## src/include/e1bis_pkg.sv

```systemverilog
// Package with offsets, bit positions and reset values of the E1 block status logic
package e1bis_pkg;

   ////////////////////////////////////////////////////////////////////////////////////////////////
   // Bus geometry
   localparam int IDX_W  = 12;
   localparam int DATA_W = 32;
   localparam int BE_W   = 4;

   ////////////////////////////////////////////////////////////////////////////////////////////////
   // Register indices (Avalon word address)
   localparam logic [IDX_W-1:0] OFS_CLK_CTRL     = 12'h100;
   localparam logic [IDX_W-1:0] OFS_FCS3_CNT     = 12'h91D;
   localparam logic [IDX_W-1:0] OFS_BLOCK_SUM    = 12'hB00;
   localparam logic [IDX_W-1:0] OFS_ALARM_STAT0  = 12'hB02;
   localparam logic [IDX_W-1:0] OFS_FRAMER_STAT  = 12'hB04;
   localparam logic [IDX_W-1:0] OFS_HDLC_STAT0   = 12'hB06;
   localparam logic [IDX_W-1:0] OFS_SLIP_STAT    = 12'hB08;
   localparam logic [IDX_W-1:0] OFS_NAT6_STAT    = 12'hB0C;
   localparam logic [IDX_W-1:0] OFS_ALARM_STAT1  = 12'hB0E;
   localparam logic [IDX_W-1:0] OFS_HDLC_STAT3   = 12'hB10;
   localparam logic [IDX_W-1:0] OFS_HDLC_STAT1   = 12'hB16;
   localparam logic [IDX_W-1:0] OFS_HDLC_STAT4   = 12'hB18;
   localparam logic [IDX_W-1:0] OFS_HDLC_STAT2   = 12'hB26;
   localparam logic [IDX_W-1:0] OFS_HDLC_STAT5   = 12'hB28;
   localparam logic [IDX_W-1:0] OFS_ALARM_STAT2  = 12'hB40;

   ////////////////////////////////////////////////////////////////////////////////////////////////
   // Pending flag slots and their source status registers
   localparam int SRC_N        = 12;
   localparam int SLOT_NAT6    = 0;
   localparam int SLOT_HDLC    = 1;
   localparam int HDLC_N       = 6;
   localparam int SLOT_SLIP    = 7;
   localparam int SLOT_ALARM   = 8;
   localparam int ALARM_N      = 3;
   localparam int SLOT_FRAMER  = 11;
   localparam logic [SRC_N-1:0][IDX_W-1:0] SRC_OFS = {
      OFS_FRAMER_STAT, OFS_ALARM_STAT2, OFS_ALARM_STAT1, OFS_ALARM_STAT0, OFS_SLIP_STAT,
      OFS_HDLC_STAT5, OFS_HDLC_STAT4, OFS_HDLC_STAT3, OFS_HDLC_STAT2, OFS_HDLC_STAT1,
      OFS_HDLC_STAT0, OFS_NAT6_STAT};

   ////////////////////////////////////////////////////////////////////////////////////////////////
   // Summary bit positions and control field
   localparam int BIT_NAT6     = 7;
   localparam int BIT_RSVD     = 6;
   localparam int BIT_CLK_LOSS = 5;
   localparam int BIT_ONE_SEC  = 4;
   localparam int BIT_HDLC     = 3;
   localparam int BIT_SLIP     = 2;
   localparam int BIT_ALARM    = 1;
   localparam int BIT_FRAMER   = 0;
   localparam int BIT_LOS_EN   = 0;

   ////////////////////////////////////////////////////////////////////////////////////////////////
   // Reset values
   localparam logic [7:0]  RST_FCS_CNT = 8'h00;
   localparam logic        RST_LOS_EN  = 1'b0;
   localparam logic        RST_WAIT    = 1'b1;

endpackage : e1bis_pkg

```

## src/include/e1bis_flag_if.sv

```systemverilog
// Interface carrying set, clear and pending vectors of the pending flag bank
`timescale 1ns/10ps
interface e1bis_flag_if #(
   parameter int N = 12
);
   logic [N-1:0] set;
   logic [N-1:0] clr;
   logic [N-1:0] pend;

   // Flag bank side
   modport owner (input set, input clr, output pend);
   // Register side
   modport user  (output set, output clr, input pend);
endinterface : e1bis_flag_if

```

## src/design/e1bis_flag_bank.sv

```systemverilog
// Bank of sticky pending flags, set by sub-block events and cleared by status reads
`timescale 1ns/10ps
module e1bis_flag_bank #(
   parameter int N = 12
) (
   // Clock and reset
   input  wire logic    clk_in,
   input  wire logic    sys_rst_in,
   // Flag carrier
   e1bis_flag_if.owner  flg
);

   typedef struct packed {
      logic [N-1:0] pend;
   } e1bis_bank_t;

   e1bis_bank_t s_q;
   e1bis_bank_t s_d;
   logic [N-1:0] nxt;

   // Per slot: an event in the clearing cycle keeps the flag set
   genvar i;
   generate
      for (i = 0; i < N; i++) begin : g_slot
         assign nxt[i] = flg.set[i] | (s_q.pend[i] & ~flg.clr[i]);
      end
   endgenerate

   // Next state
   always_comb begin
      s_d = s_q;
      s_d.pend = nxt;
   end

   // State register
   always_ff @(posedge clk_in or posedge sys_rst_in) begin
      if (sys_rst_in) begin
         s_q <= '0;
      end else begin
         s_q <= s_d;
      end
   end

   assign flg.pend = s_q.pend;
endmodule : e1bis_flag_bank

```

## src/design/e1bis_status_regs.sv

```systemverilog
// Block interrupt summary and LAPD3 error counter behind an Avalon-MM slave
//
// Implementation choices: the address map and register access over Avalon-MM.
`timescale 1ns/10ps
module e1bis_status_regs #(
   parameter int CNT_W = 8
) (
   // Clock and reset
   input  wire logic                            clk_in,
   input  wire logic                            sys_rst_in,
   // Avalon-MM slave
   input  wire logic [e1bis_pkg::IDX_W-1:0]     avs_address_in,
   input  wire logic                            avs_read_in,
   input  wire logic                            avs_write_in,
   input  wire logic [e1bis_pkg::DATA_W-1:0]    avs_writedata_in,
   input  wire logic [e1bis_pkg::BE_W-1:0]      avs_byteenable_in,
   output logic      [e1bis_pkg::DATA_W-1:0]    avs_readdata_out,
   output logic                                 avs_waitrequest_out,
   // Sub-block request events, one-cycle pulses
   input  wire logic                            nat6_event_in,
   input  wire logic [e1bis_pkg::HDLC_N-1:0]    hdlc_event_in,
   input  wire logic                            slip_event_in,
   input  wire logic [e1bis_pkg::ALARM_N-1:0]   alarm_event_in,
   input  wire logic                            framer_event_in,
   // Framer declarations and LAPD3 error pulse
   input  wire logic                            clk_loss_in,
   input  wire logic                            one_sec_in,
   input  wire logic                            fcs3_error_in,
   // Control and read notifications
   output logic                                 clk_loss_det_en_out,
   output logic      [e1bis_pkg::SRC_N-1:0]     src_read_out
);

   ////////////////////////////////////////////////////////////////////////////////////////////////
   // State

   typedef struct packed {
      logic                          wait_req;
      logic [e1bis_pkg::DATA_W-1:0]  rdata;
      logic [CNT_W-1:0]              cnt;
      logic                          los_en;
      logic [e1bis_pkg::SRC_N-1:0]   src_rd;
   } e1bis_regs_t;

   e1bis_regs_t s_q;
   e1bis_regs_t s_d;

   e1bis_flag_if #(.N(e1bis_pkg::SRC_N)) flg ();

   logic                          req;
   logic                          done;
   logic [e1bis_pkg::SRC_N-1:0]   src_hit;
   logic [e1bis_pkg::SRC_N-1:0]   pend_now;
   logic [7:0]                    summary;
   logic [CNT_W-1:0]              cnt_inc;
   logic [CNT_W-1:0]              cnt_nxt;
   logic [e1bis_pkg::DATA_W-1:0]  rd_value;

   ////////////////////////////////////////////////////////////////////////////////////////////////
   // Flag bank

   e1bis_flag_bank #(
      .N          (e1bis_pkg::SRC_N)
   ) u_flags (
      .clk_in     (clk_in),
      .sys_rst_in (sys_rst_in),
      .flg        (flg.owner)
   );

   // Event pulses into their slots
   assign flg.set = {framer_event_in, alarm_event_in, slip_event_in, hdlc_event_in, nat6_event_in};

   // Source status register decode
   genvar i;
   generate
      for (i = 0; i < e1bis_pkg::SRC_N; i++) begin : g_src
         assign src_hit[i] = (avs_address_in == e1bis_pkg::SRC_OFS[i]);
      end
   endgenerate

   ////////////////////////////////////////////////////////////////////////////////////////////////
   // Handshake and summary

   // A request is served in two cycles: answer, then completion edge
   assign req  = avs_read_in | avs_write_in;
   assign done = req & ~s_q.wait_req;

   // Reading a source status register clears the slots it raised
   assign flg.clr = (done & avs_read_in) ? src_hit : '0;

   // Flags seen by the summary include events of this cycle
   assign pend_now = flg.pend | flg.set;

   // Summary byte as software reads it
   always_comb begin
      summary = 8'h00;
      summary[e1bis_pkg::BIT_NAT6]     = pend_now[e1bis_pkg::SLOT_NAT6];
      summary[e1bis_pkg::BIT_RSVD]     = 1'b0;
      summary[e1bis_pkg::BIT_CLK_LOSS] = clk_loss_in & s_q.los_en;
      summary[e1bis_pkg::BIT_ONE_SEC]  = one_sec_in;
      summary[e1bis_pkg::BIT_HDLC]     = |pend_now[e1bis_pkg::SLOT_HDLC +: e1bis_pkg::HDLC_N];
      summary[e1bis_pkg::BIT_SLIP]     = pend_now[e1bis_pkg::SLOT_SLIP];
      summary[e1bis_pkg::BIT_ALARM]    = |pend_now[e1bis_pkg::SLOT_ALARM +: e1bis_pkg::ALARM_N];
      summary[e1bis_pkg::BIT_FRAMER]   = pend_now[e1bis_pkg::SLOT_FRAMER];
   end

   ////////////////////////////////////////////////////////////////////////////////////////////////
   // Counter and read mux

   // Saturating increment so a flood of errors never wraps to a small value
   assign cnt_inc = (s_q.cnt == {CNT_W{1'b1}}) ? s_q.cnt : s_q.cnt + {{(CNT_W-1){1'b0}}, 1'b1};
   assign cnt_nxt = fcs3_error_in ? cnt_inc : s_q.cnt;

   // Read data snapshot includes an error of this very cycle
   always_comb begin
      rd_value = '0;
      unique case (avs_address_in)
         e1bis_pkg::OFS_FCS3_CNT:  rd_value[CNT_W-1:0]            = cnt_nxt;
         e1bis_pkg::OFS_BLOCK_SUM: rd_value[7:0]                  = summary;
         e1bis_pkg::OFS_CLK_CTRL:  rd_value[e1bis_pkg::BIT_LOS_EN] = s_q.los_en;
         default:                  rd_value                       = '0;
      endcase
   end

   ////////////////////////////////////////////////////////////////////////////////////////////////
   // Next state

   always_comb begin
      s_d        = s_q;
      s_d.src_rd = '0;
      s_d.cnt    = cnt_nxt;
      if (req & s_q.wait_req) begin
         // Answer cycle: drop waitrequest with the data ready
         s_d.wait_req = 1'b0;
         s_d.rdata    = avs_read_in ? rd_value : '0;
      end else if (done) begin
         // Completion edge: side effects happen here and only here
         s_d.wait_req = 1'b1;
         if (avs_read_in) begin
            s_d.src_rd = src_hit;
            if (avs_address_in == e1bis_pkg::OFS_FCS3_CNT) begin
               // Clear on read; an error in this cycle starts the new count
               s_d.cnt = fcs3_error_in ? {{(CNT_W-1){1'b0}}, 1'b1} : '0;
            end
         end else if ((avs_address_in == e1bis_pkg::OFS_CLK_CTRL) && avs_byteenable_in[0]) begin
            s_d.los_en = avs_writedata_in[e1bis_pkg::BIT_LOS_EN];
         end
      end
   end

   // State register
   always_ff @(posedge clk_in or posedge sys_rst_in) begin
      if (sys_rst_in) begin
         s_q.wait_req <= e1bis_pkg::RST_WAIT;
         s_q.rdata    <= '0;
         s_q.cnt      <= e1bis_pkg::RST_FCS_CNT[CNT_W-1:0];
         s_q.los_en   <= e1bis_pkg::RST_LOS_EN;
         s_q.src_rd   <= '0;
      end else begin
         s_q <= s_d;
      end
   end

   // Outputs straight from flops
   assign avs_readdata_out    = s_q.rdata;
   assign avs_waitrequest_out = s_q.wait_req;
   assign clk_loss_det_en_out = s_q.los_en;
   assign src_read_out        = s_q.src_rd;
endmodule : e1bis_status_regs

```

## config.mk

```make
export PLATFORM = sky130hd
export DESIGN_NAME = e1bis_status_regs
export DESIGN_NICKNAME = d
export VERILOG_FILES = /design/src/include/e1bis_pkg.sv /design/src/include/e1bis_flag_if.sv /design/src/design/e1bis_flag_bank.sv /design/src/design/e1bis_status_regs.sv
export SDC_FILE = /design/constraint.sdc
export NUM_CORES = 1
export LEC_CHECK = 0
export BUFFER_PORTS_ARGS = -buffer_cell sky130_fd_sc_hd__clkbuf_2
export CORE_MARGIN = 4
export CORE_UTILIZATION = 40
export DETAILED_ROUTE_END_ITERATION = 16
export GPL_TIMING_DRIVEN = 0
export HOLD_SLACK_MARGIN = 0.1
export PLACE_DENSITY = 0.78
export SLEW_MARGIN = 40
export SYNTH_ARGS = -nofsm -noshare
export SYNTH_HDL_FRONTEND = slang
export SYNTH_SLANG_ARGS = --single-unit
```

## constraint.sdc

```tcl
create_clock -name clk_in -period 1.99 [get_ports clk_in]
set_clock_uncertainty 0.1 [all_clocks]
set_input_delay 0.398 -clock clk_in [delete_from_list [all_inputs] [get_ports clk_in]]
set_output_delay 0.398 -clock clk_in [all_outputs]
set_load 0.03 [all_outputs]
```

### Word level (Yosys, flattened, before mapping)

Index checks and enable logic that the tools add are counted.

* $add $sub $neg: 1
* equality and inequality tests: 16
* mux-type cells: 16
* bitwise operators: 45
* reduce and logical (&&, ||, !) cells: 5

Operators with widths (number)
* 12-bit equality test, second input constant: 14
* 21-bit two-way mux: 2
* 8-bit two-way mux: 5
* 12-bit two-way mux: 2
* 1-bit bitwise AND: 16
* 1-bit inverter: 15
* 7-bit case mux with 2 select lines: 1
* 1-bit OR: 13
* 12-bit by 9-bit equality test with 1-bit output, second input constant: 1
* 12-bit OR: 1
* 8-bit by 1-bit adder with 8-bit output, second input constant: 1
* 8-bit equality test, second input constant: 1
* 6-bit OR reduction: 1
* 1-bit two-way mux: 5
* 4-bit AND reduction: 1
* 1-bit case mux with 3 select lines: 1
* 3-bit OR reduction: 1
* 2-bit nonzero test: 1
* 1-bit logical AND: 1

* flip-flop bits (word level): 66
* input port bits: 67
* output and inout bits: 46

### Depth between registers and ports, before layout

* depth after elaboration: 7
* depth in mapped cells: 6

### Modules after synthesis

A second synthesis with hierarchy kept.

* cell total of the unflattened synthesis: 245
* area total of the unflattened synthesis: 2374.8 um^2

Modules (own cells, without submodules)
* e1bis_status_regs: instances 1, cells an instance 208, area each 1935.6 um^2
* e1bis_flag_bank: instances 1, cells an instance 37, area each 439.2 um^2

### Least setup slack after synthesis

Ideal clock, no wire load.

* kind: reg-to-reg
* from: register s_q (netlist bit avs_waitrequest_out)
* to: register u_flags.s_q (netlist bit u_flags.flg.pend[8])
* arrival: 1.747 ns
* required time: 1.766 ns
* setup slack: 0.019 ns
* stages on the path, launching flop included: 7
* path buffers: 2
* clock period less this slack: 1.971 ns
* path through: dfstp_2 > or3b_1 > buf_2 > or3_1 > buf_6 > nor4b_4 > o21bai_1

* cells in the longest elaborated chain, start to end: 7

RTL lines
* start: declaration: line e1bis_status_regs.sv:45 `e1bis_regs_t s_q;`
* 1-bit inverter: line e1bis_status_regs.sv:86 `assign done = req & ~s_q.wait_req;`
* 1-bit bitwise AND: line e1bis_status_regs.sv:86
* 1-bit bitwise AND: line e1bis_status_regs.sv:89 `assign flg.clr = (done & avs_read_in) ? src_hit : '0;`
* 12-bit two-way mux: line e1bis_status_regs.sv:89
* 1-bit inverter: line e1bis_flag_bank.sv:25 `assign nxt[i] = flg.set[i] | (s_q.pend[i] & ~flg.clr[i]);`
* 1-bit bitwise AND: line e1bis_flag_bank.sv:25
* 1-bit OR: line e1bis_flag_bank.sv:25
* via u_flags.nxt[8]: line e1bis_flag_bank.sv:19 `logic [N-1:0] nxt;`
* end signal: assignment: line e1bis_flag_bank.sv:38 `s_q <= '0;`
* end signal: assignment: line e1bis_flag_bank.sv:40 `s_q <= s_d;`
* end: declaration: line e1bis_flag_bank.sv:17 `e1bis_bank_t s_q;`

The timed path passes the listed nets, and every way through them passes these cells.
A chain may end at the register's enable or synchronous reset.

### Final worst setup path

Ends and elaborated chain as after synthesis.

==> impl_metrics.tcl <==
set metrics [dict create \
    numCtsBuffers 5 \
    core_area_um2 5510 \
    drt_iter0_markers 83 \
    syn2layout_area_growth_pct 29.2 \
    synth_seq_area_share_pct 46.6 \
    io_pins 113 \
    port_buffers 54 \
    reg2reg_from "avs_waitrequest_out" \
    fin_crit_sh_pct 97.3 \
    start_util_pct 41.0 \
    hold_viol 0 \
    cp-start-kind "flip-flop" \
    setup_ws_ns 0.0536 \
    layout_common_cells "54 x clkbuf_2, 47 x buf_4, 41 x dfrtp_1" \
    grt_pass1_wl_um 8140 \
    rsz0062_at_grt "true" \
    die_w_um 83.2 \
    cts_sinks 42 \
    powerDensity_nw_per_um2 802 \
    synthCells 232 \
    p_comb_share_pct 21.8 \
    fmax_ghz 0.516 \
    grt_pass1_vias 1781 \
    synth_top_area_share_pct 45.4 \
    status "completed" \
    cts_tree "done" \
    place_worst_setup_slack_ns -0.293 \
    holdCritPathClass "in2reg" \
    synth_cell_types 41 \
    switching_share_pct 30.0 \
    synth_area_um2 2260 \
    grt_max_degree 43 \
    fin_cells 393 \
    cp_common_cell "buf_6" \
    cpMaxStageDelayCell "or3b_1" \
    clk_pin_slew_ns 0.08 \
    path_buf_inv 2 \
    vdd_drop_max_uv 320 \
    p_seq_share_pct 43.8 \
    drv_cap 0 \
    async_flop_share_pct 100 \
    worst-endpoint-required_ns 2.07 \
    synth-edff-count 0 \
    rows 27 \
    synth-seq-cells 42 \
    grtUsageTotal_pct 14.5 \
    cts_root_buf "clkbuf_8" \
    drc_errors 0 \
    drt_wl_total_um 4790 \
    switchingPower_mw 0.702 \
    yosysTopAreaCell "dfrtp_1" \
    synth_ff_type "dfrtp_1" \
    crit_chain "or3b_1 -> buf_6 -> or3_4 -> buf_6 -> nor4b_4 -> o21bai_1" \
    ys_warn_count 0 \
    p_leak_nw 1.49 \
    end_kind "flip-flop" \
    cp_slowest_stage_delay_ns 0.38 \
    p_int_mw 1.64 \
    vias_per_cell 4.62 \
    htree_levels 2 \
    place_inst 381 \
    gr-total-overflow 0 \
    final-setup-viol-count 0 \
    finalCriticalPeriod_ns 1.94 \
    clockBufferDepth 2 \
    power.total_mw 2.34 \
    final_util_pct 53.0 \
    antenna_found_initial 0 \
    tightest_slew_ns 0.683 \
    hold_end "u_flags.flg.pend[5]" \
    synthTopCellsByArea "dfrtp_1 45%, buf_4 15%, nor2_1 3.5%, o21ai_0 2.7%, nand2_1 2.7%" \
    synth.avg_cell_area_um2 9.74 \
    layout_commonest_cell "clkbuf_2" \
    timing_worst_setup_path_type "reg2reg" \
    wl_per_cell_um 12.2 \
    place_congestion 0.881 \
    min_from "hdlc_event_in[4]" \
    die_area_um2 6920 \
    r2r_setup_slack_ns 0.05 \
    dp_hpwl_um 3700 \
    drive_gt1_share_pct 38.0 \
    critPathArrivalTime_ns 2.02 \
    vias 1817 \
    r2r_cells 6 \
    critPathMaxFanout 7 \
    insertion_delay_ns 0.30 \
    die_h_um 83.2 \
    finalNetCount 388 \
    diodes 0 \
    p_clk_share_pct 34.4 \
    holdPathStages 2 \
    cp_top_family "simple AND/OR/NAND/NOR gates" \
    dr.pass1.iters 4 \
    slew_violations 0 \
    rr_endpoint "u_flags.flg.pend[8]" \
    maxSlewHeadroom_pct 54.1 \
    ant_nets 0 \
]
[layout make-up]
cell class	count	area (µm²)
Fill cell	507	2590
Sequential cell	42	1050
Multi-Input combinational cell	154	933
Buffer	47	357
Timing Repair Buffer	58	303
Tap cell	72	90.1
Clock buffer	5	68.8
Clock inverter	3	68.8
Inverter	12	47.5
[kinds of logic after synthesis]
| family | count (synthesis) | synth area share (%) |
|---|---|---|
| simple gates | 87 | 22.1 |
| buf+inv | 59 | 17.5 |
| flops | 42 | 46.6 |
| compound gates | 33 | 9.30 |
| mux | 5 | 2.27 |
| xor+xnor | 4 | 1.55 |
| fa+ha+maj | 1 | 0.554 |
| other cells | 1 | 0.166 |
[power groups by stage]
stage	registers (mW)	clock network [mW]	logic (mW)
6_report	1.03	0.806	0.511
5_1_grt	1.04	0.858	0.585
4_1_cts	1.03	0.822	0.508
3_5_place_dp	1.05	0	0.474
3_3_place_gp	1.05	0	0.458
2_1_floorplan	1.05	0	0.334
[what timing repair did]
item,in CTS,in global routing
gates resized for setup,3,3
hold buffers,1,0
pin swaps,2,4
endpoints found under the hold margin,41,0
endpoints found under the setup margin,2,10
setup buffers,1,2
[stage by stage]
step	instance area (µm²)	hold slack [ns]	setup TNS, ns
after floorplan	2350	0.349	0
after global placement	2710	0.360	-5.67
after detailed placement	2720	0.361	-2.75
after CTS	2890	0.191	0
after global routing	2920	0.190	-0.0340
final	2920	0.200	0
[state kept, by name, indices dropped and copies added (netlist names)]
register             cells
s_q                      8
avs_waitrequest_out      1
src_read_out            12
clk_loss_det_en_out      1
avs_readdata_out         8
u_flags.flg.pend        12
[cells in the mapped netlist (4+ instances only)]
cell type	number
buf_4	44
dfrtp_1	41
inv_1	12
mux2i_1	4
nand2_1	16
nand2b_1	5
nand3_1	7
nor2_1	21
nor4_1	8
o211ai_1	4
o21ai_0	12
o21ai_1	4
o21bai_1	6
or4_1	4
[worst reg2reg max path, cell delays in order, from the launching register on]
cell and delay (ns):
dfstp_2 0.37, or3b_1 0.38, buf_6 0.14, or3_4 0.32, buf_6 0.14, nor4b_4 0.28, o21bai_1 0.10
[routing by layer]
metal / part of all wire (%) / vias to the layer above / global-route usage [%]
met2: 51 / 57 / 25.4
li1: - / 911 / -
met5: 0 / - / 0
met3: 6.4 / 5 / 3.87
met1: 41 / 844 / 17.2
met4: 1.3 / 0 / 5.05
[how the worst max path moves through the flow]
stage | start | to | slack, ns | cells after the start
floorplan | avs_waitrequest_out | u_flags.flg.pend[8] | 0.02 | 6
global placement | avs_address_in[5] | s_q[20] | -0.50 | 5
detailed placement | avs_address_in[0] | avs_readdata_out[7] | -0.29 | 5
CTS | avs_waitrequest_out | u_flags.flg.pend[8] | 0.03 | 6
global route | avs_waitrequest_out | avs_readdata_out[2] | -0.02 | 5
finish | avs_waitrequest_out | u_flags.flg.pend[8] | 0.05 | 6
Note: power is estimated with default switching activity, not from simulation.
